==> src/dnf_pkg.sv <==
/*
 Shared constants for the day/night filter controller: register offsets,
 field positions, reset values, mode codes, port functions and timing.
 Assumes a single 100 MHz core clock and a plain register port.
*/
package dnf_pkg;
    // Register offsets on the plain register port
    localparam logic [3:0] REG_CTRL = 4'h0;
    localparam logic [3:0] REG_THRESH = 4'h1;
    localparam logic [3:0] REG_DWELL = 4'h2;
    localparam logic [3:0] REG_LEVEL = 4'h3;
    localparam logic [3:0] REG_STATUS = 4'h4;
    localparam logic [3:0] REG_IOCFG = 4'h5;

    // Field positions
    localparam int CTRL_MODE_LSB = 0;
    localparam int STAT_NIGHT_BIT = 0;
    localparam int STAT_CROSS_BIT = 1;
    localparam int STAT_EXT_BIT = 2;
    localparam int STAT_SEL_BIT = 3;
    localparam int STAT_MODE_LSB = 4;
    localparam int IOCFG_FIELD_W = 3;
    localparam int NUM_IO = 3;

    // Mode codes held in the control register
    localparam logic [1:0] MODE_AUTO = 2'h0;
    localparam logic [1:0] MODE_NIGHT = 2'h1;
    localparam logic [1:0] MODE_DAY = 2'h2;
    localparam logic [1:0] MODE_INPUT = 2'h3;

    // Port functions, bits [2:1] of each port field; bit 0 is direction
    localparam logic [1:0] FUNC_USER = 2'h0;
    localparam logic [1:0] FUNC_SELECT = 2'h1;
    localparam logic [1:0] FUNC_ANNOUNCE = 2'h2;

    // Reset values
    localparam logic [1:0] RST_MODE = 2'h2;
    localparam logic [15:0] RST_THRESH = 16'h0000;
    localparam logic [15:0] RST_DWELL = 16'h000A;
    localparam logic [8:0] RST_IOCFG = 9'h000;

    // Timing
    localparam int CLK_HZ = 100_000_000;
    localparam int SECOND_S = 1;
    localparam int CYC_PER_SEC = CLK_HZ * SECOND_S;

    // Filter position
    typedef enum logic {POS_DAY, POS_NIGHT} dnf_pos_t;
endpackage

==> src/dnf_ctrl.sv <==
/*
 Day/night filter controller: chooses the filter position from the
 measured darkness, the mode setting and the general-purpose pins, and
 announces the position on a configured pin. Holds the register port,
 the signed threshold compare, the dwell timer, the position decision
 and the registered pin drive.
 Assumes synchronous inputs on core_clk and a master that never needs
 wait states on the register port. Assumes the darkness level comes
 already smoothed from the scene statistics; it is compared on every
 clock. Assumes CYCLES_PER_SECOND fits the 27-bit second counter, and
 that the filter mechanism follows the two position outputs without
 needing a pulse of its own.
*/
// Summary of operation
// (RL1) Auto day: night after dark dwell
// (RL2) Auto night: day after bright dwell
// (RL3) Darkness is signed, rises when darker
// (RL4) Software threshold; higher needs darker scene
// (RL5) Dwell in seconds, shared both directions
// (RL6) Measured darkness always readable
// (RL7) Announce pin active at night position
// (RL8) Announce only on output-configured announce pin
// (RL9) Pin mode follows select input level
// (RL10) Select pin is input with select function
// (RL11) External filter: no switching, no announce
// (RL12) Forced night and day modes hold
// (RL13) Night withdraws filter, day inserts it
// (RL14) Dwell restarts when crossing lapses
// (RL15) Reset gives day position, announce inactive
`timescale 1ns/10ps
module dnf_ctrl #(
    parameter int CYCLES_PER_SECOND = dnf_pkg::CYC_PER_SEC
) (
    // Clock and reset
    input wire logic core_clk,
    input wire logic rst_n,
    // Register port
    input wire logic [3:0] reg_addr,
    input wire logic [31:0] reg_wdata,
    input wire logic reg_wr,
    input wire logic reg_rd,
    output logic [31:0] reg_rdata,
    // Scene measurement and variant
    input wire logic signed [15:0] measured_darkness,
    input wire logic ext_filter_variant,
    // General-purpose pins
    input wire logic [2:0] gpio_in,
    output logic [2:0] gpio_out,
    output logic [2:0] gpio_oe,
    // Filter mechanism
    output logic filter_in_front,
    output logic filter_position_night
);

    function automatic logic is_select(input logic [2:0] cfg);
        is_select = !cfg[0] && (cfg[2:1] == dnf_pkg::FUNC_SELECT);
    endfunction

    function automatic logic is_announce(input logic [2:0] cfg);
        is_announce = cfg[0] && (cfg[2:1] == dnf_pkg::FUNC_ANNOUNCE);
    endfunction

    function automatic logic pos_night(input dnf_pkg::dnf_pos_t p);
        pos_night = (p == dnf_pkg::POS_NIGHT);
    endfunction

    // Configuration state
    logic [1:0] filter_mode_setting_r;
    logic [1:0] filter_mode_setting_nxt;
    logic signed [15:0] darkness_threshold_r;
    logic signed [15:0] darkness_threshold_nxt;
    logic [15:0] dwell_seconds_r;
    logic [15:0] dwell_seconds_nxt;
    logic [8:0] iocfg_r;
    logic [8:0] iocfg_nxt;
    logic [31:0] rdata_r;
    logic [31:0] rdata_nxt;

    // Decision state
    dnf_pkg::dnf_pos_t pos_r;
    dnf_pkg::dnf_pos_t pos_nxt;
    logic [26:0] sec_cnt_r;
    logic [26:0] sec_cnt_nxt;
    logic [15:0] dwell_cnt_r;
    logic [15:0] dwell_cnt_nxt;
    logic [2:0] out_r;
    logic [2:0] out_nxt;
    logic [2:0] oe_r;
    logic [2:0] oe_nxt;

    logic [2:0] sel_hits;
    logic [2:0] ann_hits;
    logic select_active;
    logic crossing;
    logic second_done;
    logic dwell_done;

    // Port fields are three bits: direction, then function
    genvar gi;
    generate
        for (gi = 0; gi < dnf_pkg::NUM_IO; gi++) begin : g_port
            assign sel_hits[gi] = is_select(iocfg_r[gi*3 +: 3]) && gpio_in[gi]; // RL10
            assign ann_hits[gi] = is_announce(iocfg_r[gi*3 +: 3]); // RL8
        end
    endgenerate

    // Several select-configured inputs are ORed
    assign select_active = |sel_hits;

    // Signed compare: bright scenes go negative
    always_comb begin
        if (pos_r == dnf_pkg::POS_DAY) begin
            crossing = measured_darkness > darkness_threshold_r; // RL3 RL4
        end else begin
            crossing = measured_darkness < darkness_threshold_r; // RL3
        end
    end

    // Inclusive compare: a zero dwell switches on the next edge
    assign dwell_done = (dwell_cnt_r >= dwell_seconds_r); // RL5
    assign second_done = (sec_cnt_r == 27'(CYCLES_PER_SECOND - 1));

    // Register port
    always_comb begin
        filter_mode_setting_nxt = filter_mode_setting_r;
        darkness_threshold_nxt = darkness_threshold_r;
        dwell_seconds_nxt = dwell_seconds_r;
        iocfg_nxt = iocfg_r;
        if (reg_wr) begin
            case (reg_addr)
                dnf_pkg::REG_CTRL: begin
                    filter_mode_setting_nxt = reg_wdata[dnf_pkg::CTRL_MODE_LSB +: 2];
                end
                dnf_pkg::REG_THRESH: begin
                    darkness_threshold_nxt = reg_wdata[15:0]; // RL4
                end
                dnf_pkg::REG_DWELL: begin
                    dwell_seconds_nxt = reg_wdata[15:0]; // RL5
                end
                dnf_pkg::REG_IOCFG: begin
                    iocfg_nxt = reg_wdata[8:0];
                end
                default: begin
                end
            endcase
        end
    end

    // Read data: one cycle after the strobe, zero otherwise
    always_comb begin
        rdata_nxt = 32'h0000_0000;
        if (reg_rd) begin
            case (reg_addr)
                dnf_pkg::REG_CTRL: begin
                    rdata_nxt[dnf_pkg::CTRL_MODE_LSB +: 2] = filter_mode_setting_r;
                end
                dnf_pkg::REG_THRESH: begin
                    rdata_nxt = {{16{darkness_threshold_r[15]}}, darkness_threshold_r};
                end
                dnf_pkg::REG_DWELL: begin
                    rdata_nxt[15:0] = dwell_seconds_r;
                end
                dnf_pkg::REG_LEVEL: begin
                    rdata_nxt = {{16{measured_darkness[15]}}, measured_darkness}; // RL6
                end
                dnf_pkg::REG_STATUS: begin
                    rdata_nxt[dnf_pkg::STAT_NIGHT_BIT] = pos_night(pos_r);
                    rdata_nxt[dnf_pkg::STAT_CROSS_BIT] = crossing;
                    rdata_nxt[dnf_pkg::STAT_EXT_BIT] = ext_filter_variant;
                    rdata_nxt[dnf_pkg::STAT_SEL_BIT] = select_active;
                    rdata_nxt[dnf_pkg::STAT_MODE_LSB +: 2] = filter_mode_setting_r;
                end
                dnf_pkg::REG_IOCFG: begin
                    rdata_nxt[8:0] = iocfg_r;
                end
                default: begin
                    rdata_nxt = 32'h0000_0000;
                end
            endcase
        end
    end

    // Dwell timer: counts only while auto mode sees a crossing
    always_comb begin
        sec_cnt_nxt = 27'h000_0000;
        dwell_cnt_nxt = 16'h0000;
        if (!ext_filter_variant && (filter_mode_setting_r == dnf_pkg::MODE_AUTO)) begin
            if (!crossing) begin
                // Momentary lighting change must not accumulate
                sec_cnt_nxt = 27'h000_0000; // RL14
                dwell_cnt_nxt = 16'h0000; // RL14
            end else if (dwell_done) begin
                // Switching edge: both counters start over
                sec_cnt_nxt = 27'h000_0000;
                dwell_cnt_nxt = 16'h0000;
            end else if (second_done) begin
                dwell_cnt_nxt = dwell_cnt_r + 16'h0001; // RL5
            end else begin
                sec_cnt_nxt = sec_cnt_r + 27'h000_0001;
                dwell_cnt_nxt = dwell_cnt_r;
            end
        end
    end

    // Position decision
    always_comb begin
        pos_nxt = pos_r;
        if (ext_filter_variant) begin
            // Mode is only a presence flag here; mechanism is manual
            pos_nxt = dnf_pkg::POS_DAY; // RL11
        end else begin
            case (filter_mode_setting_r)
                dnf_pkg::MODE_AUTO: begin
                    if (crossing && dwell_done && pos_r == dnf_pkg::POS_DAY) begin
                        pos_nxt = dnf_pkg::POS_NIGHT; // RL1
                    end else if (crossing && dwell_done) begin
                        pos_nxt = dnf_pkg::POS_DAY; // RL2
                    end
                end
                dnf_pkg::MODE_NIGHT: begin
                    pos_nxt = dnf_pkg::POS_NIGHT; // RL12
                end
                dnf_pkg::MODE_DAY: begin
                    pos_nxt = dnf_pkg::POS_DAY; // RL12
                end
                dnf_pkg::MODE_INPUT: begin
                    pos_nxt = select_active ? dnf_pkg::POS_NIGHT : dnf_pkg::POS_DAY; // RL9
                end
                default: begin
                    pos_nxt = pos_r;
                end
            endcase
        end
    end

    // Pin drive: announce ports follow the position, the rest stay off
    always_comb begin
        out_nxt = 3'h0;
        oe_nxt = 3'h0;
        if (!ext_filter_variant) begin // RL11
            oe_nxt = ann_hits; // RL8
            // Same edge as the position, so a relay never lags the filter
            out_nxt = pos_night(pos_nxt) ? ann_hits : 3'h0; // RL7
        end
    end

    // Configuration registers
    always_ff @(posedge core_clk or negedge rst_n) begin
        if (!rst_n) begin
            filter_mode_setting_r <= dnf_pkg::RST_MODE;
            darkness_threshold_r <= dnf_pkg::RST_THRESH;
            dwell_seconds_r <= dnf_pkg::RST_DWELL;
            iocfg_r <= dnf_pkg::RST_IOCFG;
        end else begin
            filter_mode_setting_r <= filter_mode_setting_nxt;
            darkness_threshold_r <= darkness_threshold_nxt;
            dwell_seconds_r <= dwell_seconds_nxt;
            iocfg_r <= iocfg_nxt;
        end
    end

    // Read data register
    always_ff @(posedge core_clk or negedge rst_n) begin
        if (!rst_n) begin
            rdata_r <= 32'h0000_0000;
        end else begin
            rdata_r <= rdata_nxt;
        end
    end

    // Position register
    always_ff @(posedge core_clk or negedge rst_n) begin
        if (!rst_n) begin
            pos_r <= dnf_pkg::POS_DAY; // RL15
        end else begin
            pos_r <= pos_nxt;
        end
    end

    // Dwell timer registers
    always_ff @(posedge core_clk or negedge rst_n) begin
        if (!rst_n) begin
            sec_cnt_r <= 27'h000_0000;
            dwell_cnt_r <= 16'h0000;
        end else begin
            sec_cnt_r <= sec_cnt_nxt;
            dwell_cnt_r <= dwell_cnt_nxt;
        end
    end

    // Pin registers
    always_ff @(posedge core_clk or negedge rst_n) begin
        if (!rst_n) begin
            out_r <= 3'h0; // RL15
            oe_r <= 3'h0;
        end else begin
            out_r <= out_nxt;
            oe_r <= oe_nxt;
        end
    end

    assign reg_rdata = rdata_r;
    assign gpio_out = out_r;
    assign gpio_oe = oe_r;
    assign filter_in_front = (pos_r == dnf_pkg::POS_DAY); // RL13
    assign filter_position_night = pos_night(pos_r); // RL13

endmodule

==> config.mk <==
export PLATFORM = sky130hd
export DESIGN_NAME = dnf_ctrl
export DESIGN_NICKNAME = d
export VERILOG_FILES = /design/src/dnf_pkg.sv /design/src/dnf_ctrl.sv
export SDC_FILE = /design/constraint.sdc
export NUM_CORES = 1
export LEC_CHECK = 0
export BUFFER_PORTS_ARGS = -buffer_cell sky130_fd_sc_hd__buf_2
export CORE_MARGIN = 3
export CORE_UTILIZATION = 61
export DETAILED_ROUTE_END_ITERATION = 8
export PLACE_DENSITY = 0.9
export SLEW_MARGIN = 20
export SYNTH_ARGS = -nofsm -noshare
export SYNTH_HDL_FRONTEND = slang
export SYNTH_SLANG_ARGS = --single-unit
==> constraint.sdc <==
create_clock -name core_clk -period 6.05 [get_ports core_clk]
set_clock_uncertainty 0.15 [all_clocks]
set_input_delay 0.605 -clock core_clk [delete_from_list [all_inputs] [get_ports core_clk]]
set_output_delay 0.605 -clock core_clk [all_outputs]
set_load 0.05 [all_outputs]
After elaboration in Yosys (flattened, before gate mapping). Cells that the tools add are included.

Bits in registers: 125. Logic and storage cells: 78. Output and inout port bits: 40. Input bits: 60.

Order comparisons: 3. Add/sub/neg operators: 2. Bitwise logic cells: 1. Reductions and logical operators: 23. Equality and inequality tests: 16. Mux-type cells: 23.

Operator list (count): 27-bit 2-to-1 mux (4); 16-bit 2-to-1 mux (4); 32-bit 2-to-1 mux (1); 16-bit one-hot mux with 2 select lines (1); 27-bit by 1-bit adder with 27-bit output (second input constant) (1); 27-bit equality test (second input constant) (1); 7-bit one-hot mux with 3 select lines (1); 4-bit one-hot mux with 5 select lines (1); 16-bit by 1-bit adder with 16-bit output (second input constant) (1); 16-bit greater-or-equal comparator (1); 16-bit greater-than comparator (1); 16-bit < comparator (1); 1-bit logical AND (12); 2-bit one-hot mux with 6 select lines (1); 3-bit one-hot mux with 4 select lines (1); 2-bit equality test (second input constant) (5); 3-bit 2-to-1 mux (3); 2-bit by 1-bit equality test with 1-bit output (second input constant) (4); 4-bit by 2-bit equality test with 1-bit output (second input constant) (2); 4-bit by 3-bit equality test with 1-bit output (second input constant) (2); 2-bit AND reduction (4); 1-bit 2-to-1 mux (5); 4-bit by 1-bit equality test with 1-bit output (second input constant) (1); 1-bit zero test (4); 6 further kinds (6).

Depth between registers and ports, before layout.
Depth after elaboration: 9. Depth in mapped cells: 9. Depth with buffers taken out: 8.

Least setup slack after synthesis. OpenSTA, ideal clock, no wires.

Kind: input -> register. Start point: in measured_darkness[15]. End point: reg dwell_cnt_r[10]. Required time: 5.758 ns. Cell stages on the path: 7. Setup slack: 3.184 ns. Path buffers: 1. Arrival time: 2.574 ns. Path through: ha_1 > nand4_2 > or4_1 > a41oi_2 > mux2i_2 > buf_6 > nor3_2.

Word-level cells in the longest chain between the ends: 4. Elaborated cells between the ends (all ways): 6.

Ends and longest elaborated chain: from (decl) (line dnf_ctrl.sv:44) `input wire logic signed [15:0] measured_darkness,`; 16-bit greater-than comparator / 16-bit < comparator (equally long branches) (line dnf_ctrl.sv:113, dnf_ctrl.sv:115); 1-bit 2-to-1 mux * (line dnf_ctrl.sv:112) `if (pos_r == dnf_pkg::POS_DAY) begin`; 16-bit 2-to-1 mux (line dnf_ctrl.sv:188) `if (!crossing) begin`; 16-bit 2-to-1 mux (line dnf_ctrl.sv:187) `if (!ext_filter_variant && (filter_mode_setting_r == dnf_pkg::MODE_AUTO)) begin`; to (signal assigned) (line dnf_ctrl.sv:287) `dwell_cnt_r <= dwell_cnt_nxt;`; to (decl) (line dnf_ctrl.sv:84) `logic [15:0] dwell_cnt_r;`.

Every way passes the cells marked *; elsewhere a longest branch is shown, timed or not. A chain may end at the register's enable or synchronous reset.

Worst setup path in the final report.
Start point: reg darkness_threshold_r[15]. End point: reg dwell_cnt_r[0].

Word-level cells in the longest chain between the ends: 4. Elaborated cells between the ends (all ways): 6.

Ends and longest elaborated chain: from (decl) (line dnf_ctrl.sv:70) `logic signed [15:0] darkness_threshold_r;`; from (signal assigned) (line dnf_ctrl.sv:251) `darkness_threshold_r <= dnf_pkg::RST_THRESH;`; from (signal assigned) (line dnf_ctrl.sv:256) `darkness_threshold_r <= darkness_threshold_nxt;`; 16-bit greater-than comparator / 16-bit < comparator (equally long branches) (line dnf_ctrl.sv:113, dnf_ctrl.sv:115); 1-bit 2-to-1 mux * (line dnf_ctrl.sv:112); 16-bit 2-to-1 mux (line dnf_ctrl.sv:188); 16-bit 2-to-1 mux (line dnf_ctrl.sv:187).

Marks and branches as above.

==> results.md <==
- Synth Flop Type: dfrtp_1
- Vias/cell: approximately 6
- Max-slew violation count: 0
- Root buffer cell: clkbuf_8
- CP Class: flip-flop to flip-flop
- Storage element area: between 0.002 and 0.003 mm²
- GP Congestion: around 0.9
- Pwr per Cell Area: between 200 and 300 mW/mm²
- IO Count: 100
- Seq/Total Area, Yosys: approximately 44%
- Max clock buf depth: 2
- Area contributors post-synth: dfrtp_1, mux2_2, ha_1, nor3_2, xor2_1
- Core area: ~0.0098 mm²
- Fmax: roughly 280 MHz
- Max VDD drop: roughly 150 µV
- Rel. slew slack: 39.0%
- Non-filler cells, final: between 700 and 800
- Period utilization: around three fifths
- Remaining DRCs: 0
- Area of the multi-input gates: 0.00310 mm²
- CTS Sinks: 110
- Fin. Hold Viols: 0
- Post-synth EDFFs: 0
- Seq cells post-synth: 110
- Vias in the first global route: 4723
- Post-layout util: slightly below 70%
- DR iter-0 viols: around 420
- WHS Path Cells: 2
- Synth warn: 0
- Commonest non-fill, non-tap cells in the layout: dfrtp_1, buf_2, mux2_2
- Final WL: 14300 µm
- Async SR Flop Fraction: 100%
- Tmin final: between 3000 and 4000 ps
- Worst-path maximum fanout: 43
- Setup TNS: 0 ps
- Pleak: approximately 0.0032 µW
- Cts bufs inserted: 9
- Total power: about 1800 µW
- Worst Setup End Kind: flip-flop
- Row count: 36
- Antenna diode count: 0
- PortBufs: 83
- Final instance area: just under 0.007 mm²
- Initial Utilization: between 60% and 70%
- Worst min path class: input pin to flip-flop
- Worst setup SP type: flip-flop
- Layout cell share with drive strength beyond 1: 31.3%
- Final setup fails: 0
- Placed inst area: about 0.0066 mm²
- Number of nets in the layout: 727
- Die area: around 0.011 mm²
- DRT Pass-1 Iters: 6
- Unrepaired setup endpoints after global routing: no
- Clk slew on worst S/H paths: between 100 and 150 ps
- Gr ovfl total: 0
- Setup Fix Bufs, Post-CTS: 0
- Cell taking the most area after synthesis: dfrtp_1
- Reg2Reg Depth: 9
- Status: finished, final reports clean
- Initial antenna violation count: 0
- Worst Tran Pin Value: between 900 and 1000 ps
- Post-Synthesis Net Count: 662
- Wirelength per Cell: about 19 µm
- H-tree depth: 3
- Largest net degree at the start of global routing: 82
- First-pass GRT wire length: about 23000 µm
- Netlist cell types: 54
- Die Y: 107 µm
- Clock latency at the later pin of the worst-skew pair: around 390 ps
- Synthesis-to-finish area growth: 10.2%
- Commonest non-fill, non-tap cell in the layout: dfrtp_1
- Synthesized cell area: roughly 0.0062 mm²
- Die X: approximately 110 µm
- Fill cells: approximately 700
- Synth top area share: between 40% and 50%
- Worst Path Required: about 6100 ps
- Cells after Synth: 568
- Hpwl dp: around 10000 µm
- CTS tree: yes
- Crit path DAT: 3640 ps
- Post-route ant nets: 0
- Dpl cells: 753
- GRT Util Overall: between 20% and 30%
- Max Cap Violations: 0
- Avg Inst Size Synth: 10.9 µm²
- DR vias: between 4000 and 5000
-- synthesized netlist by cell type (2+ instances only) --
| cell type | number |
|---|---|
| nor2_1 | 17 |
| clkbuf_1 | 10 |
| or3_1 | 4 |
| and2_1 | 7 |
| xnor2_1 | 9 |
| ha_1 | 34 |
| nor3_2 | 40 |
| nor4b_1 | 3 |
| and3_1 | 13 |
| nor4bb_1 | 6 |
| xor2_1 | 31 |
| nor4_1 | 2 |
| dfstp_2 | 3 |
| mux2_2 | 44 |
| buf_4 | 15 |
| o31ai_1 | 2 |
| a21o_1 | 3 |
| nor2b_1 | 2 |
| nand2_1 | 42 |
| nor3b_1 | 7 |
| a21oi_1 | 18 |
| a31oi_1 | 3 |
| nand4_1 | 16 |
| buf_2 | 2 |
| nand3_1 | 15 |
| and4_1 | 4 |
| a222oi_1 | 8 |
| a22o_1 | 2 |
| or4_1 | 2 |
| nor4_2 | 2 |
| dfrtp_1 | 107 |
| nor3_1 | 12 |
| inv_1 | 36 |
| mux2i_1 | 2 |
| a22oi_1 | 11 |
| buf_6 | 6 |
| o21ai_0 | 11 |
-- power breakdown --
group,total [µW],internal [µW],switching [µW]
sequential,891,813,78.4
clock,462,206,257
combinational,432,162,270
-- worst max-delay path: stages (launching register included) --
cell and delay [ps]:
dfrtp_1 380, inv_1 50, ha_1 350, nand4_2 150, nor4_1 540, o21ai_0 300
a41oi_2 470, mux2i_4 290, buf_4 580, nor3_1 130
-- registers in the layout (all words and copies together) (netlist names) --
name,flops
reg_rdata,17
iocfg_r,9
gpio_out,3
filter_position_night,1
sec_cnt_r,27
filter_mode_setting_r,2
darkness_threshold_r,16
dwell_cnt_r,16
gpio_oe,3
dwell_seconds_r,16
-- metal layers --
metal / wire length (µm) / part of all wire [%] / vias to the layer above / GRT usage (%)
met5: 0 / 0 / - / 0
met4: 391 / 2.7 / 0 / 8.95
met3: 853 / 6.0 / 33 / 5.66
met2: 7040 / 49 / 187 / 42.7
met1: 6020 / 42 / 2308 / 33.8
li1: - / - / 2162 / -
-- worst paths after layout --
kind,start,to,slack (ps)
min,reg_wdata[12],darkness_threshold_r[12],310
min reg2reg,sec_cnt_r[0],sec_cnt_r[0],340
min in group asynchronous,rst_n,darkness_threshold_r[5],510
max reg2reg,darkness_threshold_r[15],dwell_cnt_r[0],2500
max in group asynchronous,rst_n,dwell_seconds_r[3],4180
max,darkness_threshold_r[15],dwell_cnt_r[0],2500
-- kinds of logic (layout without fill, tap and decap cells) --
kind of cell    count (synthesis)  count (layout)  synth area share (%)
flops                         110             110                  44.4
mux                            47              47                  8.53
xor+xnor                       40              40                  5.65
buf+inv                        69             139                  5.85
fa+ha+maj                      34              34                  6.86
simple gates                  199             199                  20.8
compound gates                 69              69                  7.87
-- stage by stage --
step / setup WS, ps / hold slack, ps
floorplan: 3180 / 159
global placement: 2340 / 311
detailed placement: 2350 / 318
CTS: 2640 / 299
global route: 2500 / 300
finish: 2500 / 308
-- layout make-up --
cell class	instances	share of cell area [%]
clock buffer	10	2.01
tap	133	2.44
multi-input combinational	389	45.3
sequential	110	40.3
timing repair buffer	87	6.88
clock inverter	6	1.03
inverter	36	1.98
-- timing repair --
action,CTS,global route
setup endpoints to repair,0,0
gates resized for setup,0,0
hold buffers,1,0
hold endpoints to repair,29,0
Note: power is estimated with default switching activity, not from simulation.
